===== src/pei_pkg.sv =====
// constants for the phy event interrupt logic
// assumes an axi4-lite master on the same clock as the block
//
// Contract
// - level select bit 3, reset 1: high idles high, asserts low.
// - test bit 2 forces interrupt until software clears it.
// - master enable bit 1 gates event interrupts, each also per-event.
// - bit 0 selects pin role: interrupt output or power-down input.
// - event interrupt reaches pin only with control bits 1 and 0 set.
// - status bit set when event happened since last event register read.
// - status bits set even when their enables are clear.
// - event with its enable set generates an interrupt.
// - bit 13 link change pending, read-only, clears on read.
// - bit 12 speed change pending, read-only, clears on read.
// - bit 11 duplex change pending, read-only, clears on read.
// - bit 10 auto-negotiation complete pending, clears on read.
// - bit 9 false-carrier counter above half full, clears on read.
// - bit 8 receive-error counter above half full, clears on read.
// - enable bits 5..0, reset 0, gate the six events in order.
// - event register bits 15:14 and 7:6 ignore writes, read zero.
package pei_pkg;
  localparam int NUM_EVENTS = 6;
  // register indices; the byte address is four times the index
  localparam logic [7:0] IDX_CONTROL = 8'h11;
  localparam logic [7:0] IDX_EVENTS  = 8'h12;
  localparam logic [7:0] IDX_IRQ_STATUS = 8'h20;
  localparam logic [7:0] IDX_IRQ_CLEAR  = 8'h21;
  localparam logic [7:0] IDX_IRQ_ENABLE = 8'h22;
  localparam logic [9:0] ADDR_CONTROL    = {IDX_CONTROL, 2'b00};
  localparam logic [9:0] ADDR_EVENTS     = {IDX_EVENTS, 2'b00};
  localparam logic [9:0] ADDR_IRQ_STATUS = {IDX_IRQ_STATUS, 2'b00};
  localparam logic [9:0] ADDR_IRQ_CLEAR  = {IDX_IRQ_CLEAR, 2'b00};
  localparam logic [9:0] ADDR_IRQ_ENABLE = {IDX_IRQ_ENABLE, 2'b00};
  // control field positions
  localparam int CTL_OE_BIT   = 0;
  localparam int CTL_EN_BIT   = 1;
  localparam int CTL_TEST_BIT = 2;
  localparam int CTL_POL_BIT  = 3;
  localparam logic [3:0] CTL_RESET = 4'h8;
  // event register layout: status at 13:8, enables at 5:0
  localparam int EVT_STATUS_LSB = 8;
  localparam logic [5:0] EVT_EN_RESET = 6'h00;
  // half-full thresholds of the counters
  localparam logic [7:0]  FC_HALF = 8'h7F;
  localparam logic [15:0] RE_HALF = 16'h7FFF;
  // block-level sticky events: 0 access error, 1 pin interrupt asserted
  localparam int NUM_SYS_IRQ = 2;
  localparam logic [1:0] RESP_OKAY   = 2'h0;
  localparam logic [1:0] RESP_SLVERR = 2'h2;
endpackage


===== src/pei_sync.sv =====
// two-flop synchroniser for one level
// assumes the input is asynchronous to clk
`timescale 1ns/1ps
module pei_sync #(
  // level held in reset: the idle level of the input
  parameter logic RST_VAL = 1'b0
) (
  // clock and reset
  input  wire logic clk,
  input  wire logic rst,
  // data
  input  wire logic d,
  output logic      q
);
  logic meta_reg;
  always_ff @(posedge clk or posedge rst) begin
    if (rst) begin
      meta_reg <= RST_VAL;
      q        <= RST_VAL;
    end else begin
      meta_reg <= d;
      q        <= meta_reg;
    end
  end
endmodule


===== src/pei_change_det.sv =====
// synchronised level with change and rising-edge pulses
// assumes the input is asynchronous to clk
`timescale 1ns/1ps
module pei_change_det (
  // clock and reset
  input  wire logic clk,
  input  wire logic rst,
  // level in, pulses out
  input  wire logic d,
  output logic      changed,
  output logic      rose
);
  logic       sync_q;
  logic       last_reg;
  logic [2:0] primed_reg;
  pei_sync u_sync (
    .clk (clk),
    .rst (rst),
    .d   (d),
    .q   (sync_q)
  );
  // primed waits until both the sync output and its copy are real,
  // so a level that sits high through reset raises no false change
  always_ff @(posedge clk or posedge rst) begin
    if (rst) begin
      last_reg   <= 1'b0;
      primed_reg <= 3'h0;
    end else begin
      last_reg   <= sync_q;
      primed_reg <= {primed_reg[1:0], 1'b1};
    end
  end
  assign changed = primed_reg[2] && (sync_q != last_reg);
  assign rose    = primed_reg[2] && sync_q && !last_reg;
endmodule


===== src/pei_top.sv =====
// phy event interrupt logic with axi4-lite register access
// assumes phy status levels and counters arrive asynchronously
//
// The AXI4-Lite register port was left to the implementer.
`timescale 1ns/1ps
module pei_top (
  // clock and reset
  input  wire logic        CLOCK,
  input  wire logic        SYS_RST,
  // axi4-lite write address
  input  wire logic [9:0]  AWADDR,
  input  wire logic        AWVALID,
  output logic             AWREADY,
  // axi4-lite write data
  input  wire logic [31:0] WDATA,
  input  wire logic [3:0]  WSTRB,
  input  wire logic        WVALID,
  output logic             WREADY,
  // axi4-lite write response
  output logic [1:0]       BRESP,
  output logic             BVALID,
  input  wire logic        BREADY,
  // axi4-lite read address
  input  wire logic [9:0]  ARADDR,
  input  wire logic        ARVALID,
  output logic             ARREADY,
  // axi4-lite read data
  output logic [31:0]      RDATA,
  output logic [1:0]       RRESP,
  output logic             RVALID,
  input  wire logic        RREADY,
  // phy status levels
  input  wire logic        LINK_UP,
  input  wire logic        SPEED_100,
  input  wire logic        FULL_DUPLEX,
  input  wire logic        AUTONEG_DONE,
  input  wire logic [7:0]  FALSE_CARRIER_COUNT,
  input  wire logic [15:0] RX_ERROR_COUNT,
  // shared interrupt / power-down pin
  input  wire logic        IRQ_OR_POWERDOWN_PIN_LEVEL,
  output logic             IRQ_OR_POWERDOWN_PIN_DRIVE,
  output logic             IRQ_OR_POWERDOWN_PIN_OE,
  output logic             POWERDOWN_REQ,
  // system interrupt
  output logic             SYS_IRQ
);
  logic [3:0]  ctl_reg;
  logic [5:0]  evt_en_reg;
  logic [5:0]  evt_stat_reg;
  logic [1:0]  sys_stat_reg;
  logic [1:0]  sys_en_reg;
  logic [5:0]  evt_pulse;
  logic        fc_half_s;
  logic        re_half_s;
  logic        pin_s;
  logic        irq_active;
  logic        irq_active_last_reg;

  // write channel state
  logic        aw_held_reg;
  logic        w_held_reg;
  logic [9:0]  awaddr_reg;
  logic [31:0] wdata_reg;
  logic [3:0]  wstrb_reg;
  logic        wr_fire;
  logic        wr_hit;
  logic        ar_fire;
  logic        rd_events;
  logic [31:0] rd_word;
  logic        rd_hit;
  logic        wr_ctl;
  logic        wr_evt;
  logic        wr_sys_clr;
  logic        wr_sys_en;
  logic [1:0]  sys_clr;
  logic [1:0]  sys_set;
  logic        irq_rise;
  logic        bad_access;

  // link, speed, duplex changes and negotiation completion
  pei_change_det u_link (
    .clk     (CLOCK),
    .rst     (SYS_RST),
    .d       (LINK_UP),
    .changed (evt_pulse[5]),
    .rose    ()
  );
  pei_change_det u_speed (
    .clk     (CLOCK),
    .rst     (SYS_RST),
    .d       (SPEED_100),
    .changed (evt_pulse[4]),
    .rose    ()
  );
  pei_change_det u_duplex (
    .clk     (CLOCK),
    .rst     (SYS_RST),
    .d       (FULL_DUPLEX),
    .changed (evt_pulse[3]),
    .rose    ()
  );
  pei_change_det u_aneg (
    .clk     (CLOCK),
    .rst     (SYS_RST),
    .d       (AUTONEG_DONE),
    .changed (),
    .rose    (evt_pulse[2])
  );
  // counters compared before sync: each result is a single slow level
  pei_change_det u_fc_half (
    .clk     (CLOCK),
    .rst     (SYS_RST),
    .d       (fc_half_s),
    .changed (),
    .rose    (evt_pulse[1])
  );
  pei_change_det u_re_half (
    .clk     (CLOCK),
    .rst     (SYS_RST),
    .d       (re_half_s),
    .changed (),
    .rose    (evt_pulse[0])
  );
  assign fc_half_s = FALSE_CARRIER_COUNT > pei_pkg::FC_HALF;
  assign re_half_s = RX_ERROR_COUNT > pei_pkg::RE_HALF;

  // the wire idles high: reset there, so no power-down follows reset
  pei_sync #(
    .RST_VAL (1'b1)
  ) u_pin_sync (
    .clk (CLOCK),
    .rst (SYS_RST),
    .d   (IRQ_OR_POWERDOWN_PIN_LEVEL),
    .q   (pin_s)
  );

  // axi handshakes
  assign wr_fire = aw_held_reg && w_held_reg && !BVALID;
  assign ar_fire = ARVALID && ARREADY;
  assign wr_hit  = awaddr_reg == pei_pkg::ADDR_CONTROL
                || awaddr_reg == pei_pkg::ADDR_EVENTS
                || awaddr_reg == pei_pkg::ADDR_IRQ_STATUS
                || awaddr_reg == pei_pkg::ADDR_IRQ_CLEAR
                || awaddr_reg == pei_pkg::ADDR_IRQ_ENABLE;
  assign rd_events = ar_fire && ARADDR == pei_pkg::ADDR_EVENTS;

  // register strobes: lane 0 carries every implemented bit
  assign wr_ctl     = wr_fire && wstrb_reg[0]
                   && awaddr_reg == pei_pkg::ADDR_CONTROL;
  assign wr_evt     = wr_fire && wstrb_reg[0]
                   && awaddr_reg == pei_pkg::ADDR_EVENTS;
  assign wr_sys_clr = wr_fire && wstrb_reg[0]
                   && awaddr_reg == pei_pkg::ADDR_IRQ_CLEAR;
  assign wr_sys_en  = wr_fire && wstrb_reg[0]
                   && awaddr_reg == pei_pkg::ADDR_IRQ_ENABLE;

  // write address: one held until its response is taken
  always_ff @(posedge CLOCK or posedge SYS_RST) begin
    if (SYS_RST) begin
      aw_held_reg <= 1'b0;
      awaddr_reg  <= 10'h000;
      AWREADY     <= 1'b0;
    end else begin
      AWREADY <= !aw_held_reg && !(AWVALID && AWREADY);
      if (AWVALID && AWREADY) begin
        aw_held_reg <= 1'b1;
        awaddr_reg  <= AWADDR;
        AWREADY     <= 1'b0;
      end else if (BVALID && BREADY) begin
        aw_held_reg <= 1'b0;
      end
    end
  end

  // write data: mirrors the address side, either may come first
  always_ff @(posedge CLOCK or posedge SYS_RST) begin
    if (SYS_RST) begin
      w_held_reg <= 1'b0;
      wdata_reg  <= 32'h00000000;
      wstrb_reg  <= 4'h0;
      WREADY     <= 1'b0;
    end else begin
      WREADY <= !w_held_reg && !(WVALID && WREADY);
      if (WVALID && WREADY) begin
        w_held_reg <= 1'b1;
        wdata_reg  <= WDATA;
        wstrb_reg  <= WSTRB;
        WREADY     <= 1'b0;
      end else if (BVALID && BREADY) begin
        w_held_reg <= 1'b0;
      end
    end
  end

  // response once both halves are held; stands until taken
  always_ff @(posedge CLOCK or posedge SYS_RST) begin
    if (SYS_RST) begin
      BVALID <= 1'b0;
      BRESP  <= 2'h0;
    end else if (wr_fire) begin
      BVALID <= 1'b1;
      BRESP  <= wr_hit ? pei_pkg::RESP_OKAY : pei_pkg::RESP_SLVERR;
    end else if (BVALID && BREADY) begin
      BVALID <= 1'b0;
    end
  end

  // control register, low byte lane only
  always_ff @(posedge CLOCK or posedge SYS_RST) begin
    if (SYS_RST) begin
      ctl_reg <= pei_pkg::CTL_RESET;
    end else if (wr_ctl) begin
      ctl_reg <= wdata_reg[3:0];
    end
  end

  // event enables; status half is read-only, reserved ignored
  always_ff @(posedge CLOCK or posedge SYS_RST) begin
    if (SYS_RST) begin
      evt_en_reg <= pei_pkg::EVT_EN_RESET;
    end else if (wr_evt) begin
      evt_en_reg <= wdata_reg[5:0];
    end
  end

  // sticky status: an event in the read cycle survives the clear
  always_ff @(posedge CLOCK or posedge SYS_RST) begin
    if (SYS_RST) begin
      evt_stat_reg <= 6'h00;
    end else begin
      evt_stat_reg <= (rd_events ? 6'h00 : evt_stat_reg) | evt_pulse;
    end
  end

  // pin level: events need master enable and output role
  always_comb begin
    irq_active = ctl_reg[pei_pkg::CTL_TEST_BIT]
      || (ctl_reg[pei_pkg::CTL_EN_BIT]
          && ctl_reg[pei_pkg::CTL_OE_BIT]
          && |(evt_stat_reg & evt_en_reg));
  end

  // level follows the pending state, idle again after the read unless the test bit is set
  always_ff @(posedge CLOCK or posedge SYS_RST) begin
    if (SYS_RST) begin
      IRQ_OR_POWERDOWN_PIN_DRIVE <= 1'b1;
    end else begin
      IRQ_OR_POWERDOWN_PIN_DRIVE <= irq_active
        ^ ctl_reg[pei_pkg::CTL_POL_BIT];
    end
  end

  // output role follows bit 0, even while the test bit forces
  always_ff @(posedge CLOCK or posedge SYS_RST) begin
    if (SYS_RST) begin
      IRQ_OR_POWERDOWN_PIN_OE <= 1'b0;
    end else begin
      IRQ_OR_POWERDOWN_PIN_OE <= ctl_reg[pei_pkg::CTL_OE_BIT];
    end
  end

  // power-down input is active low and heard only in input role
  always_ff @(posedge CLOCK or posedge SYS_RST) begin
    if (SYS_RST) begin
      POWERDOWN_REQ <= 1'b0;
    end else begin
      POWERDOWN_REQ <= !ctl_reg[pei_pkg::CTL_OE_BIT] && !pin_s;
    end
  end

  always_ff @(posedge CLOCK or posedge SYS_RST) begin
    if (SYS_RST) begin
      irq_active_last_reg <= 1'b0;
    end else begin
      irq_active_last_reg <= irq_active;
    end
  end

  // block-level events: bad access and the pin's assertion edge
  assign irq_rise   = irq_active && !irq_active_last_reg;
  assign bad_access = (wr_fire && !wr_hit) || (ar_fire && !rd_hit);

  always_comb begin
    sys_set = {irq_rise, bad_access};
    sys_clr = 2'h0;
    if (wr_sys_clr) begin
      sys_clr = wdata_reg[1:0];
    end
  end

  // an event in the clearing cycle survives: set wins
  always_ff @(posedge CLOCK or posedge SYS_RST) begin
    if (SYS_RST) begin
      sys_stat_reg <= 2'h0;
    end else begin
      sys_stat_reg <= (sys_stat_reg & ~sys_clr) | sys_set;
    end
  end

  always_ff @(posedge CLOCK or posedge SYS_RST) begin
    if (SYS_RST) begin
      sys_en_reg <= 2'h0;
    end else if (wr_sys_en) begin
      sys_en_reg <= wdata_reg[1:0];
    end
  end

  // registered, so one cycle behind the status it reports
  always_ff @(posedge CLOCK or posedge SYS_RST) begin
    if (SYS_RST) begin
      SYS_IRQ <= 1'b0;
    end else begin
      SYS_IRQ <= |(sys_stat_reg & sys_en_reg);
    end
  end

  // read mux
  always_comb begin
    rd_word = 32'h00000000;
    rd_hit  = 1'b1;
    case (ARADDR)
      pei_pkg::ADDR_CONTROL:    rd_word[3:0] = ctl_reg;
      pei_pkg::ADDR_EVENTS: begin
        rd_word[pei_pkg::EVT_STATUS_LSB +: pei_pkg::NUM_EVENTS]
          = evt_stat_reg;
        rd_word[5:0]  = evt_en_reg;
      end
      pei_pkg::ADDR_IRQ_STATUS: rd_word[1:0] = sys_stat_reg;
      pei_pkg::ADDR_IRQ_CLEAR:  rd_word = 32'h00000000;
      pei_pkg::ADDR_IRQ_ENABLE: rd_word[1:0] = sys_en_reg;
      default:                  rd_hit = 1'b0;
    endcase
  end

  always_ff @(posedge CLOCK or posedge SYS_RST) begin
    if (SYS_RST) begin
      ARREADY <= 1'b0;
      RVALID  <= 1'b0;
      RDATA   <= 32'h00000000;
      RRESP   <= 2'h0;
    end else begin
      ARREADY <= !RVALID && !ar_fire;
      if (ar_fire) begin
        RVALID <= 1'b1;
        RDATA  <= rd_word;
        RRESP  <= rd_hit ? pei_pkg::RESP_OKAY : pei_pkg::RESP_SLVERR;
      end else if (RVALID && RREADY) begin
        RVALID <= 1'b0;
      end
    end
  end
endmodule


===== config.mk =====
export PLATFORM = sky130hd
export DESIGN_NAME = pei_top
export DESIGN_NICKNAME = d
export VERILOG_FILES = /design/src/pei_pkg.sv /design/src/pei_sync.sv /design/src/pei_change_det.sv /design/src/pei_top.sv
export SDC_FILE = /design/constraint.sdc
export NUM_CORES = 1
export LEC_CHECK = 0
export BUFFER_PORTS_ARGS = -buffer_cell sky130_fd_sc_hd__buf_4
export CAP_MARGIN = 20
export CORE_MARGIN = 2
export CORE_UTILIZATION = 52
export CTS_CLUSTER_SIZE = 20
export DETAILED_ROUTE_END_ITERATION = 10
export HOLD_SLACK_MARGIN = 0.02
export PLACE_DENSITY = 0.95
export REMOVE_ABC_BUFFERS = 1
export SETUP_SLACK_MARGIN = 0.1
export SLEW_MARGIN = 40
export SYNTH_ARGS = -nofsm -noshare
export SYNTH_HDL_FRONTEND = slang
export SYNTH_SLANG_ARGS = --single-unit

===== constraint.sdc =====
create_clock -name CLOCK -period 6.4 [get_ports CLOCK]
set_input_delay 0.64 -clock CLOCK [delete_from_list [all_inputs] [get_ports CLOCK]]
set_output_delay 0.64 -clock CLOCK [all_outputs]
set_load 0.005 [all_outputs]

==> results_dict.tcl <==
set metrics [dict create \
    status "completed" \
    worstSetupStartpoint "ARADDR[5]" \
    numClockSinks 86 \
    rows 29 \
    drv_cap 0 \
    worstSetupStartpointType "input pin" \
    power_density_nw_per_um2 318.7 \
    grt_start_max_net_pins 87 \
    htree_num_levels 3 \
    seqCellArea_um2 2157 \
    grt_first_pass_wirelength_um 10250 \
    hold_path_startpoint "u_aneg.u_sync.meta_reg" \
    largest_reg_flops 12 \
    cts.path.max_buffers 2 \
    finalSetupViolations 0 \
    multi_input_area_um2 1116 \
    rsz0062_at_grt "false" \
    cts_tree "built" \
    drc 0 \
    initialDrtViolationCount 161 \
    firstDrtPassIters 4 \
    vias 2095 \
    tightest_slew_ps 726.4 \
    synth-main-ff-cell "dfrtp_1" \
    hold_viol 0 \
    gr-total-overflow 0 \
    syn_inst 247 \
    r2r-start "awaddr_reg[0]" \
    fin_cells 398 \
    timing.slew.headroom 0.5157 \
    placedCellCount 382 \
    clkLatencyLatePin_ps 350 \
    cts.repair.resized 0 \
    area.growth.synth_to_final_pct 19.34 \
    fill_cells 489 \
    ios 137 \
    min_period_over_period 0.2834 \
    nNetsFinal 408 \
    synth_area_um2 3397 \
    fin_crit_ps 1814 \
    cp_max_fo 10 \
    n_antenna_cell 0 \
    die_h_um 84.83 \
    ys_types 38 \
    drive_gt1_frac 0.3832 \
    path_clk_slew_ps 80 \
    yosys_warnings 0 \
    initial_core_util 0.5350 \
    die_w_um 84.83 \
    finalSetupTns_ps 0 \
    hold_path.class "flip-flop to flip-flop" \
    drv_slew 0 \
    timing_worst_setup_path_type "input pin to flip-flop" \
    routedWlPerCell_um 15.06 \
    cp_data_required_time_ps 6690 \
    skew_ps 10.57 \
    grt_util_all_layers 0.1824 \
    synth-seq-cells 86 \
    finalWirelength_um 5992 \
    antenna_found_initial 0 \
    seq_area_frac_synth 0.6350 \
    post_cts.repair.setup_buffers 0 \
    fmax_ghz 0.5514 \
    p_leak_uw 0.001942 \
    async_flop_share 1.000 \
    endpoint_kind "flip-flop" \
    via_per_inst 5.264 \
    cts-root-buf "clkbuf_8" \
    coreArea_um2 6350 \
    gp_congestion 0.7440 \
    portBuffers 63 \
    dpl.hpwl_um 4402 \
    synth_edf_count 0 \
    syn_avg_cell_area_um2 13.75 \
    ir_worst_vdd_mv 0.2251 \
    numCtsBuffers 9 \
    worstPathArrival_ps 2100 \
    dieArea_um2 7195 \
    ctsHoldBuffers 0 \
    grt_pass1_vias 2093 \
    ant_nets 0 \
]
[placed cells by master (no fill, tap or decap), types with 3 or more instances in the layout]
cell and instances:
a22o_1 14, a22oi_1 3, nor2_1 6, buf_4 63, nand3_1 3, nand2_1 17, conb_1 23, nor2b_1 3
o21ai_0 7, a21oi_1 4, a31oi_1 3, o2bb2ai_1 4, mux2_2 29, xor2_1 3, inv_1 3, dfrtp_1 82
dfstp_2 4, clkbuf_8 11
[through the flow]
stage / area (um2) / power (uW) / utilization / hold WS [ps] / setup slack [ps]
after floorplan: 3288 / 855.2 / - / 331.2 / 3545
after CTS: 4054 / 1307 / 0.6384 / 353.2 / 4594
after detailed placement: 3870 / 958.6 / 0.6095 / 334.7 / 4211
after global placement: 3866 / 936.3 / 0.6089 / 331.3 / 4269
after global routing: 4054 / 1369 / 0.6384 / 364.7 / 4412
final: 4054 / 1292 / 0.6384 / 351.0 / 4586
[power by group]
part / total (uW) / internal [uW] / switching (uW) / leakage [uW]
Combinational: 227 / 132 / 94.9 / 0.000811
Sequential: 718 / 638 / 80.8 / 0.00104
Clock: 346 / 163 / 183 / 0.0000890
Total: 1290 / 933 / 359 / 0.00194
[critical path, cell delays in order]
cell and delay, ps:
buf_4 110, or4_4 540, nor4_4 230, and2_1 380, a221o_1 200
[final timing paths]
kind                                              to  slack [ps]  cells past startpoint
max                                         RDATA[2]        4590                      5
min reg2reg                          u_aneg.u_sync.q         350                      0
max in group asynchronous                     WREADY        5430                      3
min                                  u_aneg.u_sync.q         350                      0
min in group asynchronous  u_fc_half.u_sync.meta_reg         500                      3
max reg2reg                          sys_stat_reg[0]        4610                      4
[layout make-up]
class | instances | share of cell area
flip-flops and latches | 86 | 0.5321
inverters | 4 | 0.004012
multi-input cells | 151 | 0.2753
well taps | 77 | 0.02377
clock buffers | 12 | 0.03827
clock inverters | 4 | 0.007099
repair buffers | 64 | 0.1194
[cell usage after synthesis (2+ instances only)]
| cell | number | area [um2] |
|---|---|---|
| nor2_1 | 6 | 22.52 |
| nor3b_4 | 2 | 37.54 |
| o21ai_0 | 7 | 35.03 |
| nor4_1 | 2 | 12.51 |
| nor2b_1 | 3 | 18.77 |
| nand2b_1 | 2 | 12.51 |
| mux2_2 | 29 | 326.6 |
| o2bb2ai_1 | 4 | 35.03 |
| a21oi_1 | 4 | 20.02 |
| buf_4 | 23 | 172.7 |
| dfstp_2 | 4 | 105.1 |
| nand2_1 | 17 | 63.81 |
| inv_1 | 4 | 15.01 |
| a32oi_1 | 2 | 17.52 |
| and3_1 | 2 | 12.51 |
| nand2_2 | 2 | 12.51 |
| a22o_1 | 14 | 122.6 |
| a22oi_1 | 3 | 22.52 |
| a31oi_1 | 3 | 18.77 |
| nand3_1 | 3 | 15.01 |
| mux2_4 | 2 | 30.03 |
| or4_4 | 2 | 22.52 |
| a221o_1 | 2 | 20.02 |
| and2_1 | 2 | 12.51 |
| dfrtp_1 | 82 | 2052 |
| clkbuf_1 | 4 | 15.01 |
| conb_1 | 2 | 7.510 |
| a21o_1 | 2 | 15.01 |
| nand3b_1 | 2 | 15.01 |
| xor2_1 | 3 | 26.28 |
[routing by layer]
metal  vias up  GRT usage  routed length, um
li1        973          -                  -
met1      1031     0.2528               2633
met2        80     0.2756               2875
met3        11    0.05253                385
met4         0    0.07215                 98
met5         -          0                  0
[cell families after synthesis]
group,Yosys count,share of synthesized area
flip-flops,86,0.6350
other,2,0.002211
AO/OA/AOI/OAI,42,0.09282
buffers and inverters,31,0.05967
multiplexers,31,0.1050
XOR/XNOR,4,0.01031
AND/OR/NAND/NOR,51,0.09502
No activity file was read; power rests on OpenSTA's default activity.
